<file path="src/spcs_map.svh">
// constants of the serial port control and status block
`ifndef SPCS_MAP_SVH
`define SPCS_MAP_SVH

// control word field positions
`define SPCS_MODE_HI 3
`define SPCS_MODE_LO 2
`define SPCS_EN_BIT 0

// reset values
`define SPCS_MODE_RESET 2'h1
`define SPCS_EN_RESET 1'h0
`define SPCS_MASTER_RESET 1'h0
`define SPCS_TXE_RESET 1'h1
`define SPCS_OVR_RESET 1'h0
`define SPCS_BYTE_RESET 8'h00

// select line mode encodings
`define SPCS_MODE_3WIRE 2'h0
`define SPCS_MODE_4WIRE_IN 2'h1

// counts: serial clock half period in system clock cycles, index of the last bit, receive buffer full level
`define SPCS_SCK_HALF_CYC 4'h4
`define SPCS_LAST_BIT 4'h7
`define SPCS_BUF_FULL 2'h2

`endif

</file>
<file path="src/spcs_pkg.sv">
// types shared by the serial port control and status block
package spcs_pkg;
    typedef logic [7:0] spcs_byte_t;
    typedef logic [1:0] spcs_mode_t;
    typedef enum logic {SPCS_IDLE, SPCS_RUN} spcs_state_e;
endpackage : spcs_pkg

</file>
<file path="src/spcs_shift_if.sv">
// link between the control logic and the shift engine
interface spcs_shift_if;
    import spcs_pkg::*;
    logic load;
    spcs_byte_t load_data;
    logic busy;
    logic done;
    spcs_byte_t rx_data;
    modport ctrl (output load, output load_data, input busy, input done, input rx_data);
    modport engine (input load, input load_data, output busy, output done, output rx_data);
endinterface : spcs_shift_if

</file>
<file path="src/spcs_rx_buf.sv">
// two-entry receive buffer with valid and ready on both sides
`include "spcs_map.svh"
module spcs_rx_buf (
    input wire logic clock,
    input wire logic rst,
    input wire logic in_valid,
    output logic in_ready,
    input wire spcs_pkg::spcs_byte_t in_data,
    output logic out_valid,
    input wire logic out_ready,
    output spcs_pkg::spcs_byte_t out_data
);
    import spcs_pkg::*;

    spcs_byte_t head_ff, nxt_head;
    spcs_byte_t tail_ff, nxt_tail;
    logic [1:0] cnt_ff, nxt_cnt;
    logic push, pop;

    // head register feeds the output directly, so read data is a flop
    assign in_ready = (cnt_ff != `SPCS_BUF_FULL);
    assign out_valid = (cnt_ff != 2'h0);
    assign out_data = head_ff;
    assign push = in_valid && in_ready;
    assign pop = out_valid && out_ready;

    // next slot contents and fill level
    always_comb begin
        nxt_head = head_ff;
        nxt_tail = tail_ff;
        nxt_cnt = cnt_ff;
        case (cnt_ff)
            2'h0: begin
                if (push) begin
                    nxt_head = in_data;
                    nxt_cnt = 2'h1;
                end
            end
            2'h1: begin
                if (push && pop) begin
                    nxt_head = in_data;
                end else if (push) begin
                    nxt_tail = in_data;
                    nxt_cnt = 2'h2;
                end else if (pop) begin
                    nxt_cnt = 2'h0;
                end
            end
            2'h2: begin
                // full: no push is accepted, so only a pop moves things
                if (pop) begin
                    nxt_head = tail_ff;
                    nxt_cnt = 2'h1;
                end
            end
            default: nxt_cnt = 2'h0;
        endcase
    end

    // slot registers
    always_ff @(posedge clock or posedge rst) begin
        if (rst) begin
            head_ff <= `SPCS_BYTE_RESET;
            tail_ff <= `SPCS_BYTE_RESET;
            cnt_ff <= 2'h0;
        end else begin
            head_ff <= nxt_head;
            tail_ff <= nxt_tail;
            cnt_ff <= nxt_cnt;
        end
    end
endmodule // spcs_rx_buf

</file>
<file path="src/spcs_shifter.sv">
// byte shift engine, clock idle low, sample on rising edge, shift on falling
`include "spcs_map.svh"
module spcs_shifter (
    input wire logic clock,
    input wire logic rst,
    spcs_shift_if.engine sh,
    input wire logic master,
    input wire logic enable,
    input wire logic active,
    input wire logic sck_in,
    input wire logic data_in,
    output logic sck_out,
    output logic data_out
);
    import spcs_pkg::*;

    spcs_state_e state_ff, nxt_state;
    spcs_byte_t shift_ff, nxt_shift;
    logic [3:0] cnt_ff, nxt_cnt;
    logic [3:0] div_ff, nxt_div;
    logic sck_ff, nxt_sck;
    logic bit_ff, nxt_bit;
    logic prev_ff, nxt_prev;
    logic done_ff, nxt_done;
    logic tick, rise, fall;

    // divider enable pulse sets the serial clock half period
    assign tick = (div_ff == `SPCS_SCK_HALF_CYC - 4'h1);
    assign rise = sck_in && !prev_ff;
    assign fall = !sck_in && prev_ff;
    // a slave counts a fall as busy too, so a load never meets a shift
    assign sh.busy = master ? (state_ff == SPCS_RUN) : ((cnt_ff != 4'h0) || fall);
    assign sh.done = done_ff;
    assign sh.rx_data = shift_ff;
    assign sck_out = sck_ff;
    assign data_out = shift_ff[7];

    // engine next state; the last bit lands on the eighth falling edge
    always_comb begin
        nxt_state = state_ff;
        nxt_shift = shift_ff;
        nxt_cnt = cnt_ff;
        nxt_div = div_ff;
        nxt_sck = sck_ff;
        nxt_bit = bit_ff;
        nxt_prev = sck_in;
        nxt_done = 1'b0;
        if (!enable) begin
            // disabled port drops any partial byte
            nxt_state = SPCS_IDLE;
            nxt_cnt = 4'h0;
            nxt_div = 4'h0;
            nxt_sck = 1'b0;
        end else if (master) begin
            case (state_ff)
                SPCS_IDLE: begin
                    if (sh.load) begin
                        nxt_shift = sh.load_data;
                        nxt_cnt = 4'h0;
                        nxt_div = 4'h0;
                        nxt_state = SPCS_RUN;
                    end
                end
                SPCS_RUN: begin
                    nxt_div = tick ? 4'h0 : div_ff + 4'h1;
                    if (tick && !sck_ff) begin
                        nxt_sck = 1'b1;
                        nxt_bit = data_in;
                    end else if (tick) begin
                        nxt_sck = 1'b0;
                        nxt_shift = {shift_ff[6:0], bit_ff};
                        nxt_cnt = cnt_ff + 4'h1;
                        if (cnt_ff == `SPCS_LAST_BIT) begin
                            nxt_done = 1'b1;
                            nxt_cnt = 4'h0;
                            nxt_state = SPCS_IDLE;
                        end
                    end
                end
                default: nxt_state = SPCS_IDLE;
            endcase
        end else begin
            nxt_state = SPCS_IDLE;
            nxt_sck = 1'b0;
            // the byte is taken even while deselected, since the empty flag rises on the same edge as the load
            if (sh.load) begin
                nxt_shift = sh.load_data;
            end
            if (!active) begin
                nxt_cnt = 4'h0;
            end else if (rise) begin
                nxt_bit = data_in;
            end else if (fall) begin
                nxt_shift = {shift_ff[6:0], bit_ff};
                nxt_cnt = cnt_ff + 4'h1;
                if (cnt_ff == `SPCS_LAST_BIT) begin
                    nxt_done = 1'b1;
                    nxt_cnt = 4'h0;
                end
            end
        end
    end

    // engine registers
    always_ff @(posedge clock or posedge rst) begin
        if (rst) begin
            state_ff <= SPCS_IDLE;
            shift_ff <= `SPCS_BYTE_RESET;
            cnt_ff <= 4'h0;
            div_ff <= 4'h0;
            sck_ff <= 1'b0;
            bit_ff <= 1'b0;
            prev_ff <= 1'b0;
            done_ff <= 1'b0;
        end else begin
            state_ff <= nxt_state;
            shift_ff <= nxt_shift;
            cnt_ff <= nxt_cnt;
            div_ff <= nxt_div;
            sck_ff <= nxt_sck;
            bit_ff <= nxt_bit;
            prev_ff <= nxt_prev;
            done_ff <= nxt_done;
        end
    end
endmodule // spcs_shifter

</file>
<file path="src/spcs_top.sv">
// serial port control and status bits with shift engine and receive buffer
`include "spcs_map.svh"

// Notes on behaviour
// overrun set when byte lands, buffer full
// overrun cleared only by software
// mode field sits at control bits 3:2
// mode 00: select line unused, three wire
// mode 01: select is input; reset default
// mode 1x: drive select with low bit
// writing transmit data clears empty flag
// move into shifter sets empty flag
// control bit 0 enables the port
// overrun set also raises interrupt request
module spcs_top (
    input wire logic clock,
    input wire logic rst,
    input wire logic ctrl_wr,
    input wire logic [3:0] ctrl_wdata,
    input wire logic master_select,
    input wire logic overrun_clear,
    input wire logic tx_wr,
    input wire spcs_pkg::spcs_byte_t tx_data,
    output logic rx_valid,
    input wire logic rx_ready,
    output spcs_pkg::spcs_byte_t rx_data,
    output spcs_pkg::spcs_mode_t select_line_mode_field,
    output logic port_enable_bit,
    output logic tx_buffer_empty_flag,
    output logic rx_overrun_flag,
    output logic irq_req,
    input wire logic sck_in,
    output logic sck_out,
    output logic sck_oe,
    input wire logic data_in,
    output logic data_out,
    output logic data_oe,
    input wire logic slave_select_line_in,
    output logic slave_select_line_out,
    output logic slave_select_line_oe
);
    import spcs_pkg::*;

    spcs_shift_if sh ();

    spcs_mode_t mode_ff, nxt_mode;
    logic en_ff, nxt_en;
    logic master_ff, nxt_master;
    spcs_byte_t hold_ff, nxt_hold;
    logic txe_ff, nxt_txe;
    logic ovr_ff, nxt_ovr;
    logic buf_ready;
    logic selected;
    logic overrun_event;

    // decoding used by both the pin logic and the engine
    function automatic logic drives_select(input spcs_mode_t m);
        return m[1];
    endfunction

    function automatic logic uses_select_input(input spcs_mode_t m);
        return (m == `SPCS_MODE_4WIRE_IN);
    endfunction

    // control word: mode field and enable, written as one word
    always_comb begin
        nxt_mode = mode_ff;
        nxt_en = en_ff;
        nxt_master = master_ff;
        if (ctrl_wr) begin
            nxt_mode = ctrl_wdata[`SPCS_MODE_HI:`SPCS_MODE_LO];
            nxt_en = ctrl_wdata[`SPCS_EN_BIT];
            nxt_master = master_select;
        end
    end

    // control registers; mode resets to four wire with select as input
    always_ff @(posedge clock or posedge rst) begin
        if (rst) begin
            mode_ff <= `SPCS_MODE_RESET;
            en_ff <= `SPCS_EN_RESET;
            master_ff <= `SPCS_MASTER_RESET;
        end else begin
            mode_ff <= nxt_mode;
            en_ff <= nxt_en;
            master_ff <= nxt_master;
        end
    end

    assign select_line_mode_field = mode_ff;
    assign port_enable_bit = en_ff;

    // select line routing per mode; three wire ignores the pin entirely
    always_comb begin
        slave_select_line_oe = 1'b0;
        slave_select_line_out = 1'b1;
        selected = 1'b1;
        if (drives_select(mode_ff)) begin
            slave_select_line_oe = en_ff;
            slave_select_line_out = mode_ff[0];
        end else if (uses_select_input(mode_ff)) begin
            selected = !slave_select_line_in;
        end
    end

    // pin drivers: master owns the clock, a slave talks only when selected
    assign sck_oe = en_ff && master_ff;
    assign data_oe = en_ff && (master_ff || selected);

    // transmit holding register: a fresh write beats the move out
    assign sh.load = en_ff && !txe_ff && !sh.busy;
    assign sh.load_data = hold_ff;

    always_comb begin
        nxt_hold = hold_ff;
        nxt_txe = txe_ff;
        if (tx_wr) begin
            nxt_hold = tx_data;
            nxt_txe = 1'b0;
        end else if (sh.load) begin
            nxt_txe = 1'b1;
        end
    end

    always_ff @(posedge clock or posedge rst) begin
        if (rst) begin
            hold_ff <= `SPCS_BYTE_RESET;
            txe_ff <= `SPCS_TXE_RESET;
        end else begin
            hold_ff <= nxt_hold;
            txe_ff <= nxt_txe;
        end
    end

    assign tx_buffer_empty_flag = txe_ff;

    // overrun: a byte lands while unread data fills the buffer; that byte is lost
    assign overrun_event = sh.done && !buf_ready;

    always_comb begin
        nxt_ovr = ovr_ff;
        if (overrun_event) begin
            nxt_ovr = 1'b1;
        end else if (overrun_clear) begin
            nxt_ovr = 1'b0;
        end
    end

    always_ff @(posedge clock or posedge rst) begin
        if (rst) begin
            ovr_ff <= `SPCS_OVR_RESET;
        end else begin
            ovr_ff <= nxt_ovr;
        end
    end

    assign rx_overrun_flag = ovr_ff;
    assign irq_req = ovr_ff;

    // engine and receive buffer
    spcs_shifter u_shifter (
        .clock(clock),
        .rst(rst),
        .sh(sh.engine),
        .master(master_ff),
        .enable(en_ff),
        .active(selected),
        .sck_in(sck_in),
        .data_in(data_in),
        .sck_out(sck_out),
        .data_out(data_out)
    );

    spcs_rx_buf u_rx_buf (
        .clock(clock),
        .rst(rst),
        .in_valid(sh.done),
        .in_ready(buf_ready),
        .in_data(sh.rx_data),
        .out_valid(rx_valid),
        .out_ready(rx_ready),
        .out_data(rx_data)
    );

    // checks on the control and status behaviour
    a_ovr_set_event: assert property (@(posedge clock) disable iff (rst)
        sh.done && !buf_ready |=> rx_overrun_flag)
        else $error("overrun not flagged");
    a_ovr_sticky: assert property (@(posedge clock) disable iff (rst)
        rx_overrun_flag && !overrun_clear |=> rx_overrun_flag)
        else $error("overrun cleared without software");
    a_mode_field_load: assert property (@(posedge clock) disable iff (rst)
        ctrl_wr |=> select_line_mode_field == $past(ctrl_wdata[3:2]))
        else $error("mode field not taken from bits 3:2");
    a_mode00_no_pin: assert property (@(posedge clock) disable iff (rst)
        select_line_mode_field == 2'h0 |-> !slave_select_line_oe && selected)
        else $error("select line used in three wire mode");
    a_mode01_input: assert property (@(posedge clock) disable iff (rst)
        select_line_mode_field == 2'h1 |-> !slave_select_line_oe
            && (selected == !slave_select_line_in))
        else $error("select line not an input");
    a_single_master_drive: assert property (@(posedge clock) disable iff (rst)
        select_line_mode_field[1] && port_enable_bit |-> slave_select_line_oe
            && slave_select_line_out == select_line_mode_field[0])
        else $error("select line not driven from mode low bit");
    a_tx_write_clear: assert property (@(posedge clock) disable iff (rst)
        tx_wr |=> !tx_buffer_empty_flag)
        else $error("empty flag still set after write");
    a_tx_move_set: assert property (@(posedge clock) disable iff (rst)
        sh.load && !tx_wr |=> tx_buffer_empty_flag
            ##1 (sh.busy || !port_enable_bit || !master_ff))
        else $error("empty flag not set on move");
    a_disabled_quiet: assert property (@(posedge clock) disable iff (rst)
        !port_enable_bit [*2] |-> !sh.done && !sh.load && !sck_oe)
        else $error("disabled port still active");
    a_irq_on_overrun: assert property (@(posedge clock) disable iff (rst)
        $rose(rx_overrun_flag) |-> irq_req)
        else $error("no interrupt request on overrun");
endmodule // spcs_top

</file>
<file path="config.mk">
export PLATFORM = sky130hd
export DESIGN_NAME = spcs_top
export DESIGN_NICKNAME = d
export VERILOG_FILES = /design/src/spcs_pkg.sv /design/src/spcs_shift_if.sv /design/src/spcs_rx_buf.sv /design/src/spcs_shifter.sv /design/src/spcs_top.sv
export VERILOG_INCLUDE_DIRS = /design/src /design/src/src
export SDC_FILE = /design/constraint.sdc
export NUM_CORES = 1
export LEC_CHECK = 0
export ABC_AREA = 1
export BUFFER_PORTS_ARGS = -buffer_cell sky130_fd_sc_hd__buf_2
export CAP_MARGIN = 20
export CELL_PAD_IN_SITES_DETAIL_PLACEMENT = 0
export CELL_PAD_IN_SITES_GLOBAL_PLACEMENT = 1
export CORE_MARGIN = 2
export CORE_UTILIZATION = 30
export DETAILED_ROUTE_END_ITERATION = 16
export PLACE_DENSITY = 0.68
export RECOVER_POWER = 25
export SYNTH_ARGS = -nofsm -noshare
export SYNTH_HDL_FRONTEND = slang
export SYNTH_SLANG_ARGS = --single-unit
</file>
<file path="constraint.sdc">
create_clock -name clock -period 1.5 [get_ports clock]
set_input_delay 0.225 -clock clock [delete_from_list [all_inputs] [get_ports clock]]
set_output_delay 0.225 -clock clock [all_outputs]
set_load 0.05 [all_outputs]
</file>
======== Yosys cells after proc, flatten, opt, wreduce, memory -nomap -nowiden ========
Cells that the tools add are included.
word-level totals
  memory bits (writable) .................. 0
  ROM bits ................................ 0
  latch bits .............................. 0
  output and inout bits ................... 21
  word-level logic and storage cells ...... 148
  flip-flop bits (word level) ............. 53
  bits of input ports ..................... 22
  memories ................................ 0
cells by class
  add/subtract/negate cells ............... 2
  multipliers ............................. 0
  equality and inequality tests ........... 24
  $lt $le $gt $ge ......................... 0
  shifts and indexed selects .............. 0
  divide/modulo/power cells ............... 0
  bitwise logic cells ..................... 2
  muxes and demuxes ....................... 67
  reduce and logical (&&, ||, !) cells .... 36
operator list
  operator                                               count
  two-way mux 8 bit                                      10
  two-way mux 4 bit                                      12
  two-way mux 1 bit                                      34
  one-hot mux 8 bit (3 select lines)                     1
  inequality test 4 bit, second input constant           4
  one-hot mux 4 bit (2 select lines)                     2
  one-hot mux 8 bit (2 select lines)                     1
  inequality test 2 x 1 -> 1 bit, second input constant  6
  logical AND 1 bit                                      11
  two-way mux 2 bit                                      5
  AND reduction 5 bit                                    2
  nonzero test 2 bit                                     5
  inequality test 3 bit, second input constant           3
  adder 4 x 1 -> 4 bit, second input constant            2
  AND reduction 4 bit                                    2
  zero test 1 bit                                        7
  one-hot mux 2 bit (3 select lines)                     1
  AND reduction 3 bit                                    2
  == test 2 x 1 -> 1 bit, second input constant          2
  == test 4 x 2 -> 1 bit, second input constant          1
  == test 4 x 3 -> 1 bit, second input constant          1
  inequality test 2 bit, second input constant           2
  inequality test 4 x 2 -> 1 bit, second input constant  1
  inequality test 4 x 3 -> 1 bit, second input constant  1
  10 further kinds                                       13

======== Logic depth before layout (Yosys ltp) ========
Gate-level depths: netlist of the first run.
  word-level depth ........................ 11
  depth in mapped cells ................... 11
  gate-level depth less buffers ........... 11

======== Modules after synthesis ========
Synthesis of the first run repeated with hierarchy kept, for this count alone.
unflattened totals
  cells, all modules ...................... 386
  area, all modules ....................... 2925.3 um^2
modules (own cells, without submodules)
  module        area each (um^2)  cells an instance  seq. area each (um^2)  instances
  spcs_shifter  1385.1            208                525.5                  1
  spcs_rx_buf   949.7             109                450.4                  1
  spcs_top      590.6             69                 352.8                  1

======== Worst setup path before layout of the first run ========
No wires, ideal clock.
  kind .................................... register to register
  from .................................... reg en_ff (netlist: port_enable_bit)
  to ...................................... reg u_shifter.state_ff
  required time ........................... 1422 ps
  path buffers ............................ 1
  stages on the path, launching flop included .. 6
  data arrival time ....................... 1608 ps
  setup time .............................. 78 ps
  clock period less this slack ............ 1686 ps
  slack ................................... -186 ps
  cells stage by stage .................... dfrtp_1 buf_2 nand2_1 inv_1 o21ai_0 a21oi_1
on the way
  word-level cells in the longest chain between the ends .. 6
RTL lines
  what                                RTL line             text
  from (decl)                         spcs_top.sv:47       logic en_ff, nxt_en;
  from (signal assigned)              spcs_top.sv:81       en_ff <= `SPCS_EN_RESET;
  from (signal assigned)              spcs_top.sv:85       en_ff <= nxt_en;
  logical AND 1 bit (2 in series)     spcs_top.sv:111      assign sh.load = en_ff && !txe_ff && !sh.busy;
  two-way mux 1 bit                   spcs_shifter.sv:57   if (sh.load) begin
  one-hot mux 1 bit (2 select lines)  spcs_shifter.sv:55   case (state_ff)
  two-way mux 1 bit                   spcs_shifter.sv:54   end else if (master) begin
  two-way mux 1 bit *                 spcs_shifter.sv:48   if (!enable) begin
  named net u_shifter.nxt_state       spcs_shifter.sv:17   spcs_state_e state_ff, nxt_state;
  to (signal assigned)                spcs_shifter.sv:116  state_ff <= nxt_state;
  to (decl)                           spcs_shifter.sv:17
Mark *: on every way through the listed nets, which the timed path passes. The rest lies on a longest branch.
A chain may end at the register's enable or synchronous reset.

======== Worst setup path in the final report of the first run ========
  from .................................... reg mode_ff[0] (netlist: select_line_mode_field[0])
  to ...................................... out data_oe
on the way
  word-level cells in the longest chain between the ends .. 5
RTL lines
  what                                     RTL line         text
  from (decl)                              spcs_top.sv:46   spcs_mode_t mode_ff, nxt_mode;
  from (signal assigned)                   spcs_top.sv:80   mode_ff <= `SPCS_MODE_RESET;
  from (signal assigned)                   spcs_top.sv:84   mode_ff <= nxt_mode;
  == test 2 x 1 -> 1 bit (no source line)  --
  two-way mux 1 bit                        spcs_top.sv:101  end else if (uses_select_input(mode_ff)) begin
  two-way mux 1 bit                        spcs_top.sv:98   if (drives_select(mode_ff)) begin
  logical OR 1 bit                         spcs_top.sv:108  assign data_oe = en_ff && (master_ff || selected);
  logical AND 1 bit                        spcs_top.sv:108
  to (decl)                                spcs_top.sv:37   output logic data_oe,
No other way between the ends.

==> summary.txt, run 1 <==
EDFF count, synth - 0
final setup fails - 2
worst-case reg-to-reg path depth - 12
setup tns final - -0.123 ns
CP startpoint kind - flop
met2 capacity usage during global routing - 0.189
htree depth - 2
Async SR Flop Fraction - 1.00
final worst slack - -0.111 ns
clk buf depth - 2
Max Transition Viols Final - 0
HP Class - in -> reg
Netlist cell types - 29
Most Crowded Layer GR - met2
final hold vios - 0
fill count - 925
Clock Sinks - 53
met3 GRT Util - 0.0281
Synth top cells by count - nand2_1, dfrtp_1, inv_1
Period Utilization, post-route - 1.07
post-route insts no fill - 504
CTS tree - built
share of layout cells above drive strength 1 - 0.278
die area - 0.00953 mm^2
Power Density - 1370 mW/mm^2
crit-path cells - nand2_2 > nor2_4 > nand2_4 > nand2_4 > inv_2 > buf_8
grt ovf - 0
most frequent cell after synthesis - nand2_1
top cell type's share of synthesized area - 0.485
diode count - 0
Max Clock Freq - 0.621 GHz
leakage power - 0.00175 uW
Initial DRT Pass Iterations - 4
sequential area share after synthesis - 0.505
synthesized area - 0.00263 mm^2
total track usage - 0.128
R2R Path Start - select_line_mode_field[0]$_DFFE_PP1P_
Gate Count Post-Synth - 333
GR Util met1 - 0.181
clk root buf - clkbuf_8
FF+latch count, synth - 53
Worst-Margin Slew - 0.727 ns
worst slack, placed - -0.0176 ns
Critical Path End - data_oe
Area growth, synth to finish - 27.7%
DR iter-0 viols - 84
Rel. slew slack - 0.516
Die H - 97.6 um
critical path required time - 1.27 ns
Initial Util - 0.306
RSZ-0062 raised after global routing - true
Core Area - 0.00859 mm^2
GPL Wtd Cong - 0.778
data arrival time of the worst path - 1.39 ns
WL per Instance - 11.3 um
clk slew on worst S/H paths - 0.10 ns
worst clock skew - 0.00446 ns
most common cell type on the critical path - nand2_4
Critical Path Slowest Stage Cell - dfstp_2
Tmin final - 1.61 ns
CP startpoint - select_line_mode_field[0]$_DFFE_PP1P_
largest net degree at the start of global routing - 54
Final ANT Viol Nets - 0
Yosys warnings - 0
Avg Cell Area, Syn - 7.90 um^2
total CTS buffers - 5
Crit Path Class - reg -> out
Clk Latency, worst-skew pair - 0.32 ns
r2r endpoint - u_shifter.cnt_ff[3]$_DFFE_PP0P_
number of remaining DRC errors - 0
maxcap violations - 0
initial antenna violation count - 0
Worst setup EP type - output port
area of the multi-input gates - 0.00116 mm^2
first-pass GRT wire length - 10000 um
worst-case vdd ir drop - 463 uV
Final HPWL DP - 4040 um
vias in the first global route - 2122
most common flop cell mapped by yosys - dfrtp_1
max incr delay on CP - 0.56 ns
failing checks - setup timing
port bufs - 41
Synth area leader - dfrtp_1
Via density - 4.29
routed via count - 2163
Layout Nets - 420
outcome - complete, but fails checks
Post-Route Utilization - 0.391
Post-Route WL - 5700 um
main area contributors after synthesis - dfrtp_1, nand2_1, o21ai_0
Reg area - 0.00133 mm^2
Rows - 34
# IOs - 43
placed cells - 490
Synth Net Count - 358
Crit Path Max Fanout - 3
R2R setup slack - -0.01 ns
Die W - 97.6 um
==> flip-flops by register name, indices dropped and copies added, names as in the netlist <==
name / cells
u_rx_buf.tail_ff: 8
u_shifter.sh.rx_data: 8
u_rx_buf.cnt_ff: 2
tx_buffer_empty_flag: 1
u_shifter.sck_out: 1
port_enable_bit: 1
u_shifter.sh.done: 1
irq_req: 1
select_line_mode_field: 2
hold_ff: 8
u_rx_buf.out_data: 8
u_shifter.bit_ff: 1
u_shifter.div_ff: 4
u_shifter.state_ff: 1
master_ff: 1
u_shifter.cnt_ff: 4
u_shifter.prev_ff: 1
==> metal layers <==
layer,vias up,routed length (um),share of wire
li1,1172,-,-
met1,950,2940,0.52
met2,35,2450,0.43
met3,6,224,0.039
met4,0,87,0.015
met5,-,0,0
==> report_power, final <==
| part | internal [uW] | switching (uW) | total [uW] |
|---|---|---|---|
| Clock | 672 | 501 | 1170 |
| Sequential | 1690 | 141 | 1830 |
| Combinational | 468 | 1140 | 1610 |
==> critical path: cells and delay by family, from the launching register on <==
family / cells / cell delay (ns)
and+or+nand+nor: 4 / 0.32
buffers and inverters: 2 / 0.18
DFF: 1 / 0.56
==> final cells by class <==
class	count	share of cell area
Tap cell	108	0.0402
Clock buffer	5	0.0205
Sequential cell	53	0.397
Inverter	51	0.0596
Multi-Input combinational cell	222	0.345
Timing Repair Buffer	62	0.118
Clock inverter	3	0.0205
==> what timing repair did <==
item,CTS,global route
endpoints found under the setup margin,11,30
resized for setup,14,27
hold endpoints to repair,51,0
setup buffers,3,2
pin swaps,4,9
hold buffers,1,0
cloned,0,0
==> layout by cell type (no fill, tap or decap), types with 3 or more instances in the layout <==
| cell type | count |
|---|---|
| inv_1 | 43 |
| nand2_2 | 7 |
| buf_4 | 16 |
| o21ai_1 | 3 |
| buf_6 | 4 |
| o21ai_2 | 3 |
| nor2_1 | 12 |
| nand4_1 | 3 |
| nand2_1 | 96 |
| xor2_1 | 3 |
| inv_2 | 6 |
| nand3_1 | 25 |
| dfrtp_2 | 3 |
| clkbuf_4 | 3 |
| clkbuf_8 | 5 |
| buf_2 | 35 |
| dfrtp_1 | 48 |
| nand2_4 | 4 |
| o21ai_0 | 42 |
==> cell families after synthesis <==
family                   after synthesis  share of synthesized area
AND/OR/NAND/NOR                      158                      0.254
buffers and inverters                 58                     0.0899
AO/OA/AOI/OAI                         56                      0.118
flip-flops                            53                      0.505
XOR/XNOR                               3                    0.00999
adder cells (fa/ha/maj)                3                     0.0143
multiplexers                           2                    0.00856
==> per-stage QoR <==
step                cell area [um^2]  total power, uW  hold slack [ns]
CTS                             3300             4660           0.0104
finish                          3360             4610           0.0262
detailed placement              3080             3420            0.326
global route                    3360             4940           0.0272
floorplan                       2660             3020            0.256
global placement                3080             3390            0.321
==> worst min-delay path by stage <==
stage	from	end	slack (ns)	cells after the start
6_report	sck_in	u_shifter.prev_ff$_DFF_PP0_	0.03	1
4_1_cts	sck_in	u_shifter.prev_ff$_DFF_PP0_	0.01	1
2_1_floorplan	sck_in	u_shifter.prev_ff$_DFF_PP0_	0.26	0
3_5_place_dp	rst	port_enable_bit$_DFFE_PP0P_	0.33	3
5_1_grt	sck_in	u_shifter.prev_ff$_DFF_PP0_	0.03	1
3_3_place_gp	rst	u_shifter.div_ff[3]$_DFFE_PP0P_	0.32	3
Note: power is estimated with default switching activity, not from simulation.
==> run 2, diff against run 1 <==
CELL_PAD_IN_SITES_DETAIL_PLACEMENT = 2   (was 0)
CELL_PAD_IN_SITES_GLOBAL_PLACEMENT = 2   (was 1)
CORE_UTILIZATION = 29   (was 30)
PLACE_DENSITY = 0.79   (was 0.68)
==> run 2 against run 1 <==
  * The flow still finishes with violations (setup timing)
  * First-iteration DRC count fell by 31%
  * Critical path type unchanged
  * Global-route usage up 4.6 points
  * Critical path depth unchanged
  * Hold slack got worse by 0.00088 ns
  * Clock-buffer cell count grew 1
  * Clock power down 26%
  * Setup slack worse by 0.044 ns
  * Cell count rose by 2.6%
  * Design area is 4.2% higher
  * Sequential cell count unchanged
==> summary.txt, run 2 (same netlist as run 1, synthesis figures left out) <==
outcome - complete, but fails checks
failing checks - setup timing
DR iter-0 viols - 58 (-31%)
total chip power - 4530 uW (-1.7%)
final hold vios - 0 (unchanged)
worst clock skew - 0.0151 ns (+0.0107 ns)
Period Utilization, post-route - 1.10 (+0.0292)
worst-case reg-to-reg path depth - 10 (-2)
WL per Instance - 18.4 um (+63%)
worst-case vdd ir drop - 406 uV (-12%)
clk slew on worst S/H paths - 0.10 ns (about the same)
Clk Latency, worst-skew pair - 0.32 ns (about the same)
Final HPWL DP - 5190 um (+29%)
Rows - 34 (unchanged)
Worst setup EP type - output port
Crit Path Max Fanout - 2 (-1)
grt ovf - 0 (unchanged)
Crit Path Class - reg -> out
clk root buf - clkbuf_8
commonest non-fill, non-tap cells in the layout - nand2_1, dfrtp_1, o21ai_0
total track usage - 0.174 (+0.0463)
Final ANT Viol Nets - 0 (unchanged)
htree depth - 2 (unchanged)
largest net degree at the start of global routing - 54 (unchanged)
crit-path cells - nand2_2 > nor2_4 > nand2_4 > nand2_4 > inv_2 > buf_6
Rel. slew slack - 0.493 (-0.0228)
data arrival time of the worst path - 1.43 ns (+0.04 ns)
initial antenna violation count - 0 (unchanged)
Via density - 4.90 (+14%)
# IOs - 43 (unchanged)
CP startpoint kind - flop
Initial DRT Pass Iterations - 4 (unchanged)
Clock Sinks - 53 (unchanged)
leakage power - 0.00182 uW (+4.3%)
most common cell after layout, fill and taps aside - nand2_1
Reg area - 0.00133 mm^2 (unchanged)
max incr delay on CP - 0.56 ns (about the same)
diode count - 0 (unchanged)
Layout Nets - 433 (+3.1%)
Critical Path Slowest Stage Cell - dfstp_2
Initial Util - 0.300 (-0.00594)
Max Transition Viols Final - 0 (unchanged)
Tmin final - 1.66 ns (+0.0438 ns)
Area growth, synth to finish - 33.1%
die area - 0.00985 mm^2 (+3.3%)
Hold Path Depth - 1 (unchanged)
RSZ-0062 raised after global routing - true
fill count - 986 (+6.6%)
Power Density - 1300 mW/mm^2 (-5.6%)
Max Clock Freq - 0.604 GHz (-2.6%)
final setup fails - 14 (+12)
worst slack, placed - -0.0368 ns (-0.0192 ns)
first-pass GRT wire length - 13800 um (+38%)
area of the multi-input gates - 0.00123 mm^2 (+6.0%)
Worst-Margin Slew - 0.761 ns (+0.0342 ns)
CTS tree - built
HP Class - in -> reg
Post-Route WL - 9520 um (+67%)
Die W - 99.2 um (+1.6%)
port bufs - 41 (unchanged)
R2R setup slack - -0.14 ns (-0.13 ns)
clk buf depth - 2 (unchanged)
maxcap violations - 0 (unchanged)
GPL Wtd Cong - 0.756 (-2.8%)
most common cell type on the critical path - nand2_4
vias in the first global route - 2692 (+27%)
final worst slack - -0.155 ns (-0.0438 ns)
critical path required time - 1.27 ns (about the same)
Core Area - 0.00876 mm^2 (+2.0%)
share of layout cells above drive strength 1 - 0.328 (+0.0499)
routed via count - 2533 (+17%)
number of remaining DRC errors - 0 (unchanged)
Die H - 99.2 um (+1.6%)
total CTS buffers - 5 (unchanged)
run 2: through the flow:
step,hold WS (ns),cell area (um^2),cells,util,TNS [ns]
floorplan,0.256,2660,333,-,-0.161
global placement,0.319,3070,489,0.351,0
detailed placement,0.322,3070,489,0.351,-0.242
CTS,0.0266,3300,506,0.376,-0.389
global route,0.0206,3500,517,0.399,-2.32
finish,0.0253,3500,517,0.399,-1.37
run 2: layer usage:
metal	GRT usage	vias to the layer above	wire length, um
met2	0.304	46	4860
li1	-	1197	-
met1	0.227	1267	4060
met3	0.0190	23	245
met5	0	-	0
met4	0.0516	0	352
run 2: worst max-delay path: cells and delay by family, from the launching register on:
family	cells	cell delay, ns
flops	1	0.56
simple gates	4	0.38
buf+inv	2	0.17
run 2: report_power, final:
part           switching (uW)  leakage (uW)  internal [uW]  total [uW]
clock                     529     0.0000456            335         865
sequential                168      0.000678           1690        1850
combinational            1300       0.00110            517        1810
run 2: final timing paths:
kind	startpoint	endpoint
hold reg to reg	u_rx_buf.out_data[0]$_DFFE_PP0P_	u_rx_buf.out_data[0]$_DFFE_PP0P_
min in group asynchronous	rst	u_shifter.div_ff[3]$_DFFE_PP0P_
setup / recovery	select_line_mode_field[0]$_DFFE_PP1P_	data_oe
max in group asynchronous	rst	select_line_mode_field[1]$_DFFE_PP0P_
setup reg to reg	u_shifter.cnt_ff[1]$_DFFE_PP0P_	u_shifter.sh.rx_data[5]$_DFFE_PP0P_
hold / removal	sck_in	u_shifter.prev_ff$_DFF_PP0_
run 2: what timing repair did:
| action | CTS | global route |
|---|---|---|
| setup buffers | 8 | 11 |
| setup endpoints to repair | 18 | 30 |
| gates cloned | 0 | 1 |
| endpoints found under the hold margin | 51 | 0 |
| resized for setup | 20 | 40 |
| hold buffers | 1 | 0 |
| pin swaps | 5 | 6 |
run 2: area by class of cell:
| cell class | count | area share |
|---|---|---|
| clock inverters | 2 | 0.00393 |
| clock buffers | 6 | 0.0207 |
| flip-flops and latches | 53 | 0.381 |
| multi-input cells | 223 | 0.351 |
| well taps | 108 | 0.0386 |
| inverters | 51 | 0.0572 |
| repair buffers | 74 | 0.148 |
==> run 3, diff against run 2 <==
ABC_CLOCK_PERIOD_IN_PS = 1300   (was unset)
clock period = 1.3 ns   (was 1.5 ns; I/O delays follow)
==> run 3 against run 2 <==
  * Design area rose by 23%
  * Via count increased by 11%
  * Sequential cell count is the same
  * Clock power increased by 24%
  * Combinational power grew 67%
  * Clock-buffer cell count shrank 1
  * Clock skew down 0.0046 ns
  * Die area stayed put
  * Power up 38%
  * The run still ends with setup timing left
  * Non-clock buffer count rose by 46
  * Setup slack worse by 0.33 ns
==> summary.txt, run 3 (same netlist as run 1, synthesis figures left out) <==
clk root buf - clkbuf_8
WL per Instance - 22.9 um (+24%)
maxcap violations - 0 (unchanged)
htree depth - 2 (unchanged)
Max Clock Freq - 0.560 GHz
grt ovf - 0 (unchanged)
Post-Route WL - 12900 um (+35%)
diode count - 0 (unchanged)
RSZ-0062 raised after global routing - true
area of the multi-input gates - 0.00147 mm^2 (+20%)
most common cell after layout, fill and taps aside - nand2_1
critical path required time - 1.52 ns (+0.25 ns)
Crit Path Class - reg -> reg
number of remaining DRC errors - 0 (unchanged)
share of layout cells above drive strength 1 - 0.498 (+0.170)
Tmin final - 1.79 ns
commonest non-fill, non-tap cells in the layout - nand2_1, buf_4, dfrtp_1
port bufs - 41 (unchanged)
die area - 0.00985 mm^2 (unchanged)
Rows - 34 (unchanged)
largest net degree at the start of global routing - 19 (-65%)
Worst-Margin Slew - 0.805 ns (+0.0443 ns)
Area growth, synth to finish - 64.2%
Final Cell Area - 0.00432 mm^2 (+23%)
Via density - 5.01 (+2.3%)
fill count - 955 (-3.1%)
Crit Path Max Fanout - 8 (+6)
Period Utilization, post-route - 1.37
vias in the first global route - 2932 (+8.9%)
Power Density - 1450 mW/mm^2 (+12%)
total track usage - 0.211 (+0.0370)
Worst setup EP type - flop
final hold vios - 0 (unchanged)
HP Class - in -> reg
first-pass GRT wire length - 16000 um (+17%)
Die H - 99.2 um (unchanged)
final worst slack - -0.486 ns (-0.330 ns)
CTS tree - built
Layout Nets - 478 (+10%)
DR iter-0 viols - 67 (+16%)
failing checks - setup timing
GPL Wtd Cong - 0.801 (+5.9%)
Core Area - 0.00876 mm^2 (unchanged)
outcome - complete, but fails checks
final setup fails - 33 (+19)
total CTS buffers - 5 (unchanged)
Die W - 99.2 um (unchanged)
data arrival time of the worst path - 2.00 ns (+0.57 ns)
clk buf depth - 2 (unchanged)
Reg area - 0.00134 mm^2 (+0.47%)
CP startpoint kind - flop
placed cells - 513 (+4.9%)
# IOs - 43 (unchanged)
Max Transition Viols Final - 0 (unchanged)
Final HPWL DP - 5940 um (+14%)
Rel. slew slack - 0.460 (-0.0325)
Final ANT Viol Nets - 0 (unchanged)
worst-case vdd ir drop - 521 uV (+28%)
clk slew on worst S/H paths - 0.12 ns (+0.02 ns)
routed via count - 2816 (+11%)
total chip power - 6270 uW (+38%)
placed inst area - 0.00332 mm^2 (+8.0%)
worst clock skew - 0.0105 ns (-0.00459 ns)
Clock Sinks - 53 (unchanged)
initial antenna violation count - 0 (unchanged)
leakage power - 0.00216 uW (+19%)
Initial Util - 0.300 (unchanged)
Initial DRT Pass Iterations - 4 (unchanged)
post-route insts no fill - 562 (+8.7%)
Clk Latency, worst-skew pair - 0.33 ns (about the same)
worst slack, placed - -0.208 ns (-0.171 ns)
run 3: cell types whose count changed in the layout (fill, tap and decap cells not counted), sizes merged:
cell and delta:
clkinv -1, nand2 -1, buf +41, inv -1
clkbuf +3, dlygate4sd3 +1, clkinvlp +3
run 3: path summary, 6_finish.rpt:
path | startpoint | end | slack [ns] | cells after the start
max reg2reg | select_line_mode_field[0]$_DFFE_PP1P_ | u_shifter.cnt_ff[2]$_DFFE_PP0P_ | -0.49 | 9
max in group asynchronous | rst | u_shifter.sck_out$_DFFE_PP0P_ | 0.05 | 4
min | overrun_clear | irq_req$_DFFE_PP0P_ | 0.06 | 2
min reg2reg | u_rx_buf.tail_ff[3]$_DFFE_PP0P_ | u_rx_buf.tail_ff[3]$_DFFE_PP0P_ | 0.50 | 2
max | select_line_mode_field[0]$_DFFE_PP1P_ | u_shifter.cnt_ff[2]$_DFFE_PP0P_ | -0.49 | 9
min in group asynchronous | rst | u_rx_buf.out_data[5]$_DFFE_PP0P_ | 0.51 | 3
run 3: layer usage:
layer	vias to the layer above	GRT usage	wire length (um)
met1	1445	0.248	4960
met4	0	0.0780	278
met2	59	0.387	7290
met5	-	0	0
li1	1293	-	-
met3	19	0.0316	343
run 3: worst max-delay path: stages (launching register included):
cell and delay [ns]:
dfstp_2 0.58, nand2_2 0.08, nor2_4 0.15, buf_4 0.13, buf_4 0.11, nor2_1 0.06, nand2_1 0.14, nand3_4 0.20
nand2_2 0.15, o21ai_2 0.07
run 3: where the power goes:
group / switching, uW / internal, uW / leakage [uW]
clock network: 679 / 396 / 0.0000452
logic: 1930 / 1090 / 0.00144
registers: 231 / 1950 / 0.000675
total: 2840 / 3430 / 0.00216
run 3: through the flow:
stage,util,TNS (ns),hold WS [ns]
final,0.493,-6.89,0.0591
after CTS,0.435,-4.10,0.0531
after floorplan,-,-3.71,0.226
after global placement,0.379,-1.61,0.220
after global routing,0.493,-9.66,0.0519
after detailed placement,0.379,-3.18,0.221
run 3: timing repair:
action,4_1_cts,5_1_grt
resized for setup,76,98
setup endpoints to repair,36,43
hold endpoints to repair,12,0
buffers inserted,17,21
hold buffers,2,0
cloned,0,3
pin swaps,24,29
run 3: final cells by class:
class / instances / area share
Clock inverter: 3 / 0.00579
Clock buffer: 5 / 0.0159
Timing Repair Buffer: 120 / 0.245
Tap cell: 108 / 0.0313
Sequential cell: 53 / 0.310
Multi-Input combinational cell: 222 / 0.341
Inverter: 51 / 0.0516
